## config.mk

```make
export PLATFORM = sky130hd
export DESIGN_NAME = lre_exec
export DESIGN_NICKNAME = d
export VERILOG_FILES = /design/src/hw/lre_pkg.sv /design/src/hw/lre_exec.sv
export SDC_FILE = /design/constraint.sdc
export NUM_CORES = 1
export LEC_CHECK = 0
export BUFFER_PORTS_ARGS = -buffer_cell sky130_fd_sc_hd__buf_2
export CAP_MARGIN = 20
export CORE_UTILIZATION = 46
export DETAILED_ROUTE_END_ITERATION = 8
export MAX_ROUTING_LAYER = met4
export PLACE_DENSITY = 0.86
export SETUP_SLACK_MARGIN = 0.4
export SYNTH_ARGS = -nofsm -noshare
export SYNTH_HDL_FRONTEND = slang
export SYNTH_SLANG_ARGS = --single-unit
```

## constraint.sdc

```tcl
create_clock -name mclk -period 1.9 [get_ports mclk]
set_input_delay 0.38 -clock mclk [delete_from_list [all_inputs] [get_ports mclk]]
set_output_delay 0.38 -clock mclk [all_outputs]
set_load 0.05 [all_outputs]
```

## src/hw/lre_pkg.sv

```systemverilog
// Package for the literal and return execution block.
// Assumes a 14-bit instruction word and 13-bit program counter.
package lre_pkg;
  localparam int INSN_W = 14;
  localparam int PC_W   = 13;
  localparam int DATA_W = 8;
  // Opcode patterns for the executed instructions
  localparam logic [13:0] OPC_NOP     = 14'h0000;
  localparam logic [13:0] OPC_RETURN  = 14'h0008;
  localparam logic [13:0] OPC_IRQ_RET = 14'h0009;
  localparam logic [5:0]  OPC_LIT_MSK = 6'h3c; // top bits 13:10 kept
  localparam logic [5:0]  OPC_LDLIT   = 6'h30; // 11 00xx kkkk kkkk
  localparam logic [5:0]  OPC_LITRET  = 6'h34; // 11 01xx kkkk kkkk
  // Field positions
  localparam int LIT_LSB = 0;
  localparam int GIE_BIT = 7; // global_irq_enable in interrupt_control_reg
  // Reset values
  localparam logic [7:0]  ACC_RST = 8'h00;
  localparam logic [12:0] PC_RST  = 13'h0000;
  localparam logic [7:0]  ICR_RST = 8'h00;
  // Cycle counts
  localparam int CYC_ONE = 1;
  localparam int CYC_TWO = 2;
  typedef enum logic [2:0] {
    LRE_OP_NONE, LRE_OP_NOP, LRE_OP_LDLIT, LRE_OP_LITRET,
    LRE_OP_RET, LRE_OP_IRQRET
  } lre_op_t;
  typedef enum logic {LRE_ST_EXEC, LRE_ST_FLUSH} lre_state_t;
endpackage : lre_pkg

```

## src/hw/lre_exec.sv

```systemverilog
// Execution unit for load-literal, no-op and the three returns.
// Assumes fetch offers one word per cycle with insn_valid, and a return
// stack whose top is readable combinationally at stack_top.
`timescale 1ns/1ps
`default_nettype none
// Masked compare of one word against a fixed opcode pattern; the
// decoder below uses one instance per executed instruction.
module lre_match
  import lre_pkg::*;
#(
  parameter int               WIDTH   = INSN_W, // Word width
  parameter logic [WIDTH-1:0] MASK    = '1,     // Bits that count
  parameter logic [WIDTH-1:0] PATTERN = '0      // Value they must hold
) (
  input  wire logic [WIDTH-1:0] word,  // Word under test
  output logic                  hit    // Pattern matched
);
  // A pattern bit outside the mask could never match, so refuse it
  if ((PATTERN & ~MASK) != '0) begin : g_bad_pattern
    $error("lre_match: pattern bits lie outside the mask");
  end

  // Cleared mask bits are don't-cares
  assign hit = ((word & MASK) == PATTERN);
endmodule // lre_match

// Executes load-literal, no-op and the three returns, one group of
// state per process pair.
module lre_exec
  import lre_pkg::*;
#(
  parameter int INSN_WIDTH = INSN_W, // Instruction word width
  parameter int PC_WIDTH   = PC_W,   // Program counter width
  parameter int DATA_WIDTH = DATA_W  // Accumulator width
) (
  input  wire logic                  mclk,        // Core clock
  input  wire logic                  sys_rst,     // Async reset, high
  input  wire logic [INSN_WIDTH-1:0] insn,        // Fetched word
  input  wire logic                  insn_valid,  // Word valid
  input  wire logic [PC_WIDTH-1:0]   stack_top,   // Top of stack
  input  wire logic                  irq_en_clr,  // Clear enable
  output logic      [DATA_WIDTH-1:0] acc,         // Accumulator
  output logic      [PC_WIDTH-1:0]   pc,          // Program counter
  output logic      [7:0]            irq_ctrl,    // Interrupt control
  output logic                       stack_pop,   // One-cycle pop
  output logic                       insn_ready,  // Low in flush
  output logic                       status_we    // Always low here
);

  lre_state_t            state;           // Sequencer state
  lre_state_t            next_state;
  lre_op_t               op;              // Decoded word
  lre_op_t               exec_op;         // Decoded word, if taken
  logic [DATA_WIDTH-1:0] next_acc;
  logic [PC_WIDTH-1:0]   next_pc;
  logic [7:0]            next_irq_ctrl;
  logic                  next_stack_pop;
  logic                  next_ready;
  logic                  next_status_we;
  logic                  hit_nop;
  logic                  hit_ret;
  logic                  hit_irqret;
  logic                  hit_ldlit;
  logic                  hit_litret;

  // The opcode table is fixed at fourteen bits with an 8-bit literal
  if (INSN_WIDTH != INSN_W) begin : g_bad_insn
    $error("lre_exec: instruction width must match the opcodes");
  end
  if (DATA_WIDTH != DATA_W) begin : g_bad_data
    $error("lre_exec: accumulator must hold the whole literal");
  end
  // Program counter wraps silently; a very wide one serves nothing
  if (PC_WIDTH < 1 || PC_WIDTH > 16) begin : g_bad_pc
    $error("lre_exec: program counter width out of range");
  end
  if (GIE_BIT > 7) begin : g_bad_gie
    $error("lre_exec: enable bit lies outside the control register");
  end

  // Exact matches for the three fixed words
  lre_match #(
    .WIDTH   (INSN_WIDTH),
    .MASK    ({INSN_WIDTH{1'b1}}),
    .PATTERN (OPC_NOP)
  ) u_hit_nop (
    .word (insn),
    .hit  (hit_nop)
  );
  lre_match #(
    .WIDTH   (INSN_WIDTH),
    .MASK    ({INSN_WIDTH{1'b1}}),
    .PATTERN (OPC_RETURN)
  ) u_hit_ret (
    .word (insn),
    .hit  (hit_ret)
  );
  lre_match #(
    .WIDTH   (INSN_WIDTH),
    .MASK    ({INSN_WIDTH{1'b1}}),
    .PATTERN (OPC_IRQ_RET)
  ) u_hit_irqret (
    .word (insn),
    .hit  (hit_irqret)
  );

  // Literal ops ignore bits 9:8, so assembled zeros are harmless
  lre_match #(
    .WIDTH   (INSN_WIDTH),
    .MASK    ({OPC_LIT_MSK, 8'h00}),
    .PATTERN ({OPC_LDLIT, 8'h00})
  ) u_hit_ldlit (
    .word (insn),
    .hit  (hit_ldlit)
  );
  lre_match #(
    .WIDTH   (INSN_WIDTH),
    .MASK    ({OPC_LIT_MSK, 8'h00}),
    .PATTERN ({OPC_LITRET, 8'h00})
  ) u_hit_litret (
    .word (insn),
    .hit  (hit_litret)
  );

  // Priority decode; a word matching nothing executes as nothing
  always_comb begin
    op = LRE_OP_NONE;
    if (insn_valid) begin
      if (hit_nop) begin
        op = LRE_OP_NOP;
      end else if (hit_ret) begin
        op = LRE_OP_RET;
      end else if (hit_irqret) begin
        op = LRE_OP_IRQRET;
      end else if (hit_ldlit) begin
        op = LRE_OP_LDLIT;
      end else if (hit_litret) begin
        op = LRE_OP_LITRET;
      end
    end
  end

  // A word offered during the flush cycle is dropped here
  always_comb begin
    exec_op = LRE_OP_NONE;
    if (state == LRE_ST_EXEC) begin
      exec_op = op;
    end
  end

  // Sequencer: returns spend a second cycle while fetch refills
  always_comb begin
    next_state = state;
    next_ready = 1'b1;
    unique case (state)
      LRE_ST_EXEC: begin
        unique case (exec_op)
          LRE_OP_LITRET, LRE_OP_RET, LRE_OP_IRQRET: begin
            next_state = LRE_ST_FLUSH;
            next_ready = 1'b0;
          end
          LRE_OP_NONE, LRE_OP_NOP, LRE_OP_LDLIT: begin
            next_state = LRE_ST_EXEC;
          end
        endcase
      end
      LRE_ST_FLUSH: begin
        next_state = LRE_ST_EXEC;
      end
    endcase
  end

  // Ready leaves reset high so the first word is taken at once
  always_ff @(posedge mclk or posedge sys_rst) begin
    if (sys_rst) begin
      state      <= LRE_ST_EXEC;
      insn_ready <= 1'b1;
    end else begin
      state      <= next_state;
      insn_ready <= next_ready;
    end
  end

  // Accumulator: both literal ops load the low byte of the word
  always_comb begin
    next_acc = acc;
    unique case (exec_op)
      LRE_OP_LDLIT: begin
        next_acc = insn[LIT_LSB +: DATA_WIDTH];
      end
      LRE_OP_LITRET: begin
        next_acc = insn[LIT_LSB +: DATA_WIDTH];
      end
      LRE_OP_NONE, LRE_OP_NOP, LRE_OP_RET, LRE_OP_IRQRET: begin
        next_acc = acc;
      end
    endcase
  end

  // Accumulator register
  always_ff @(posedge mclk or posedge sys_rst) begin
    if (sys_rst) begin
      acc <= DATA_WIDTH'(ACC_RST);
    end else begin
      acc <= next_acc;
    end
  end

  // Program counter: returns take the stack top, no-op and load literal
  // step by one; any other word, or none taken, leaves it unchanged
  always_comb begin
    next_pc = pc;
    unique case (exec_op)
      LRE_OP_NOP, LRE_OP_LDLIT: begin
        next_pc = pc + PC_WIDTH'(CYC_ONE);
      end
      LRE_OP_LITRET: begin
        next_pc = stack_top;
      end
      LRE_OP_RET: begin
        next_pc = stack_top;
      end
      LRE_OP_IRQRET: begin
        next_pc = stack_top;
      end
      LRE_OP_NONE: begin
        next_pc = pc;
      end
    endcase
  end

  // Program counter register
  always_ff @(posedge mclk or posedge sys_rst) begin
    if (sys_rst) begin
      pc <= PC_WIDTH'(PC_RST);
    end else begin
      pc <= next_pc;
    end
  end

  // Interrupt control: the return's set comes last, so it wins over
  // a clear in the same cycle and no interrupt window is lost
  always_comb begin
    next_irq_ctrl = irq_ctrl;
    if (irq_en_clr) begin
      next_irq_ctrl[GIE_BIT] = 1'b0;
    end
    if (exec_op == LRE_OP_IRQRET) begin
      next_irq_ctrl[GIE_BIT] = 1'b1;
    end
  end

  // Only the enable bit moves; the rest keep their reset value
  always_ff @(posedge mclk or posedge sys_rst) begin
    if (sys_rst) begin
      irq_ctrl <= ICR_RST;
    end else begin
      irq_ctrl <= next_irq_ctrl;
    end
  end

  // Pop strobe lasts one cycle; the stack owner shifts on it
  always_comb begin
    next_stack_pop = 1'b0;
    next_status_we = 1'b0;
    unique case (exec_op)
      LRE_OP_LITRET: begin
        next_stack_pop = 1'b1;
      end
      LRE_OP_RET: begin
        next_stack_pop = 1'b1;
      end
      LRE_OP_IRQRET: begin
        next_stack_pop = 1'b1;
      end
      LRE_OP_NONE, LRE_OP_NOP, LRE_OP_LDLIT: begin
        next_stack_pop = 1'b0;
      end
    endcase
  end

  // Status write enable is registered so the port cannot glitch
  always_ff @(posedge mclk or posedge sys_rst) begin
    if (sys_rst) begin
      stack_pop <= 1'b0;
      status_we <= 1'b0;
    end else begin
      stack_pop <= next_stack_pop;
      status_we <= next_status_we;
    end
  end
endmodule // lre_exec
`default_nettype wire

```

# After elaboration in Yosys (flattened, before gate mapping)
# Index checks and enable logic that the tools add are counted.
op_classes:
  addsub: 1
  n_eq_ne: 9
  n_mux: 15
  bitwise_logic: 1
  reduce_logical: 8
ops:
  columns: ["op", "count"]
  rows:
  - ["$eq 14x4->1 const B", 2]
  - ["$pmux 13 s2", 1]
  - ["$mux 3", 5]
  - ["$logic_not 14->1", 1]
  - ["$add 13x1->13 const B", 1]
  - ["$eq 4x4->1 const B", 2]
  - ["$mux 8", 1]
  - ["$eq 3x2->1 const B", 2]
  - ["$eq 3x3->1 const B", 2]
  - ["$reduce_or 3->1", 2]
  - ["$mux 1", 4]
  - ["$mux 2", 2]
  - ["$pmux 1 s2", 2]
  - ["$reduce_or 2->1", 2]
  - ["$reduce_or 4->1", 1]
  - ["$eq 3x1->1 const B", 1]
  - ["$logic_not 3->1", 1]
  - ["$reduce_bool 2->1", 1]
  - ["$not 1->1", 1]
word_totals:
  register_bits: 25
  output_inout_bits: 32
  elab_cells: 40

# Depth between registers and ports, before layout
logic_depth:
  word_depth: 12
  mapped_depth: 7

# By module
# From an unflattened synthesis, not the netlist that was laid out.
hier_totals:
  hier_cells: 154
  area_unflattened_um2: 1556.5
by_module_without_submodules:
  columns: ["module", "n_inst", "cells_per_inst", "area_per_inst_um2", "seq_area_each_um2"]
  rows:
  - ["lre_exec", 1, 137, 1432.6, 626.9]
  - ["lre_match at u_hit_irqret", 1, 5, 36.3, 0.0]
  - ["lre_match at u_hit_ret", 1, 5, 33.8, 0.0]
  - ["lre_match at u_hit_nop", 1, 5, 31.3, 0.0]
  - ["lre_match at u_hit_ldlit", 1, 1, 12.5, 0.0]
  - ["lre_match at u_hit_litret", 1, 1, 10.0, 0.0]

# Worst setup path after synthesis
# Ideal clock, no wire load.
synth_timing:
  path_kind: "flip-flop to flip-flop"
  start: "register pc[0]"
  end: "register pc[12]"
  setup_time_ns: 0.126
  arrival_ns: 1.858
  t_required_ns: 1.774
  setup_slack_ns: -0.084
  path_stages_with_launch: 7
  n_path_buf: 0
  period_less_slack_ns: 1.984
  cell_sequence: "dfrtp_1 ha_1 and3_1 nand3_1 nor3_1 o21ai_1 a221o_1"
synth_via:
  elab_chain_len: 2
synth_lines:
  columns: ["item", "line", "source"]
  rows:
  - ["from (decl)", "lre_exec.sv:43", "output logic [PC_WIDTH-1:0] pc,"]
  - ["from (signal assigned)", "lre_exec.sv:235", "pc <= PC_WIDTH'(PC_RST);"]
  - ["from (signal assigned)", "lre_exec.sv:237", "pc <= next_pc;"]
  - ["$add 13x1->13", "lre_exec.sv:215", "next_pc = pc + PC_WIDTH'(CYC_ONE);"]
  - ["$pmux 13 s2", "lre_exec.sv:213", "unique case (exec_op)"]
# No other way between the ends.
# A chain may end at the register's enable or synchronous reset.

# Worst setup path in the final report
layout_timing:
  start: "register state"
  end: "register pc[0]"
layout_via:
  elab_chain_len: 4
  elab_cells_between_ends: 10
  cone_classes: "eq/ne (5); mux (2); reduce/logical (3)"
layout_lines:
  columns: ["item", "line", "source"]
  rows:
  - ["from (decl)", "lre_exec.sv:50", "lre_state_t state;"]
  - ["from (signal assigned)", "lre_exec.sv:179", "state <= next_state;"]
  - ["$mux 3 (*)", "lre_exec.sv:146", "if (state == LRE_ST_EXEC) begin"]
  - ["$eq 3x3->1 (tied with other cells)", "lre_exec.sv:213", null]
  - ["$reduce_or 3->1 (no source line) or $reduce_or 2->1 (tied branches)", null, null]
  - ["$pmux 13 s2", "lre_exec.sv:213", null]
# Every way passes the cells marked *; elsewhere a longest branch is shown, timed or not.

==> impl_metrics.json <==
{
  "rsz0062_at_grt": "yes",
  "critPathArrivalTime_ns": 1.81,
  "startpoint_type": "flip-flop",
  "drc": 7,
  "final-setup-viol-count": 0,
  "route.vias.total": 1337,
  "finalClockSkew_ns": 0.0160,
  "slew_violations": 0,
  "synth_fa_ha_area_share_pct": 0.886,
  "yosys-top-cells-count": "24 x dfrtp_1, 12 x buf_4, 8 x inv_1, 8 x mux2_2",
  "intPower_w": 0.00106,
  "grt_max_degree": 16,
  "r2r-end": "pc[0]",
  "critPathMaxFanout": 11,
  "async_flop_share_pct": 100,
  "numPortBuffers": 54,
  "violations": "design-rule violations",
  "whs_ns": 0.0176,
  "synth_xor_area_share_pct": 0,
  "finalHoldViolations": 0,
  "drt_iter0_drc": 88,
  "drt.antenna.violating_nets": 0,
  "cts_buffers": 3,
  "cts_tree": "built",
  "dr.pass1.iters": 6,
  "crit_type": "flip-flop to flip-flop",
  "yosysMostFrequentCell": "dfrtp_1",
  "ys_ff_latch": 25,
  "finalWorstPathRequiredPeriod_ns": 1.60,
  "yosys.area_share.simple_pct": 17.1,
  "seqPwrFrac_pct": 38.8,
  "hpwlAfterDp_um": 2380,
  "grt_usage_pct": 21.6,
  "clock_path_buffers": 2,
  "post-route-period-util_pct": 84.4,
  "io_pins": 63,
  "antenna_cells": 0,
  "ys_types": 39,
  "synth-edff-count": 0,
  "setup_slack_ns": 0.297,
  "muxShareOfSynthArea_pct": 10.6,
  "fin_area_mm2": 0.00192,
  "p_leak_nw": 0.939,
  "power_frac_comb_pct": 49.3,
  "die_h_um": 57.4,
  "syn_to_final_growth_pct": 36.0,
  "status": "finished, violations left",
  "nets": 233,
  "die_w_um": 57.4,
  "ctsHoldBuffers": 0,
  "reg2reg_slack_ns": 0.30,
  "grt_pass1_vias": 1248,
  "reg2regPathDepth": 5,
  "tns_ns": 0,
  "power_switching_share_pct": 49.0,
  "start_util_pct": 49.9,
  "drive_gt1_share_pct": 55.5,
  "antenna_found_initial": 0,
  "place_area_mm2": 0.00177,
  "peakVddDrop_mv": 0.830,
  "timing.rr.start": "state",
  "max_cap_violations": 0,
  "cts_htree_levels": 1,
  "avgSynthCellArea_um2": 10.7,
  "grt_overflow": 0,
  "cp_data_required_time_ns": 2.11,
  "synth_top_family_by_area": "simple AND/OR/NAND/NOR gates",
  "die_area_mm2": 0.00330,
  "synth_compound_area_share_pct": 16.4,
  "routedWlPerCell_um": 15.5,
  "clockPowerShare_pct": 11.9,
  "synth_area_leader_cell": "dfrtp_1",
  "hold_path.class": "input port to async pin",
  "ys.flop_type": "dfrtp_1",
  "cts_root_buf": "clkbuf_4",
  "gp_congestion": 0.791,
  "seq_area_frac_synth_pct": 44.4,
  "synth_top_area_share_pct": 42.5,
  "endpoint_kind": "flip-flop",
  "p_sw_w": 0.00101,
  "num_rows": 19,
  "synthCells": 132,
  "path_clk_slew_ns": 0.15,
  "synth_area_leaders": "dfrtp_1 43%, buf_4 6.4%, mux2_2 6.4%",
  "final_util_pct": 67.9,
  "cellPowerDensity_mw_per_mm2": 1080,
  "viasPerCell": 5.79,
  "synth_area_mm2": 0.00141,
  "cts_sinks": 25,
  "clkLatencyLatePin_ns": 0.33,
  "coreArea_mm2": 0.00283,
  "yosys_warnings": 0,
  "dp_slack_ns": -0.0297,
  "routed_wl_um": 3580,
  "grt_pass1_wl_um": 5400,
  "n_fill_cell": 246,
  "fmax_mhz": 624
}
-- per-layer routing --
layer / vias up / track usage (%) / routed length, µm
li1: 610 / - / -
met1: 634 / 25.7 / 1490
met2: 80 / 37.5 / 1720
met3: 13 / 2.72 / 295
met4: 0 / 7.32 / 71
met5: - / - / 0
-- worst max-delay path by stage --
stage | from | end | slack [ns] | depth (start not counted)
finish | state | pc[0] | 0.30 | 5
global route | state | pc[2] | 0.25 | 6
CTS | state | pc[0] | 0.38 | 5
detailed placement | insn[5] | pc[12] | -0.03 | 7
global placement | insn[5] | pc[11] | 0.07 | 7
floorplan | pc[0] | pc[12] | 0.24 | 6
-- sequential cells by signal, indices dropped and copies added, names as in the netlist --
| signal | count |
|---|---|
| pc | 13 |
| acc | 8 |
| insn_ready | 1 |
| irq_ctrl | 1 |
| stack_pop | 1 |
| state | 1 |
-- logic make-up after synthesis --
kind of cell / Yosys count
other cells: 1
compound gates: 30
flops: 25
fa+ha+maj: 1
simple gates: 38
mux: 14
buf+inv: 23
-- what timing repair did --
action | CTS | global route
endpoints found under the hold margin | 0 | 0
setup buffers | 7 | 2
setup endpoints to repair | 13 | 22
cloned | 2 | 1
pin swaps | 4 | 1
gates resized for setup | 4 | 9
-- through the flow --
stage / power, W / instances
finish: 0.00207 / 231
global route: 0.00216 / 231
CTS: 0.00204 / 228
detailed placement: 0.00176 / 215
global placement: 0.00173 / 215
floorplan: 0.00152 / 139
-- final cells by class --
| cell class | instances | area (µm²) | area share [%] |
|---|---|---|---|
| Timing Repair Buffer | 68 | 393 | 20.5 |
| Tap cell | 31 | 38.8 | 2.02 |
| Inverter | 9 | 38.8 | 2.02 |
| Sequential cell | 25 | 636 | 33.1 |
| Clock buffer | 4 | 26.3 | 1.37 |
| Timing Repair inverter | 2 | 7.51 | 0.391 |
| Multi-Input combinational cell | 92 | 781 | 40.7 |
-- cells in the final DEF, fill, tap and decap left out, drive strengths merged --
cell type  instances
inv               11
a21oi              6
dfstp              1
nand3              5
buf               65
o22ai              2
o21ai              8
a221o              5
nor2               5
conb               8
a21o               1
a41oi              1
o2bb2ai            2
a22oi              3
and3               2
ha                 1
and2               1
nor3               6
nand4              2
nor4b              4
and4               2
nand2              6
clkbuf             7
a2bb2oi            1
nor2b              1
a31oi              1
mux2i              6
nand2b             1
dfrtp             24
mux2               8
nor4               3
o32a               1
-- power groups by stage --
stage	clock network, W	logic (W)	registers (W)
after floorplan	0	0.000293	0.00123
after global placement	0	0.000926	0.000807
after detailed placement	0	0.000944	0.000815
after CTS	0.000240	0.00100	0.000795
after global routing	0.000268	0.00107	0.000822
final	0.000247	0.00102	0.000803
-- critical path: stages (launching register included) --
cell,delay [ns]
dfrtp_1,0.38
nor2b_2,0.05
and4_4,0.19
a22oi_4,0.29
inv_2,0.18
a221o_1,0.39
(Power assumes the default switching activity.)
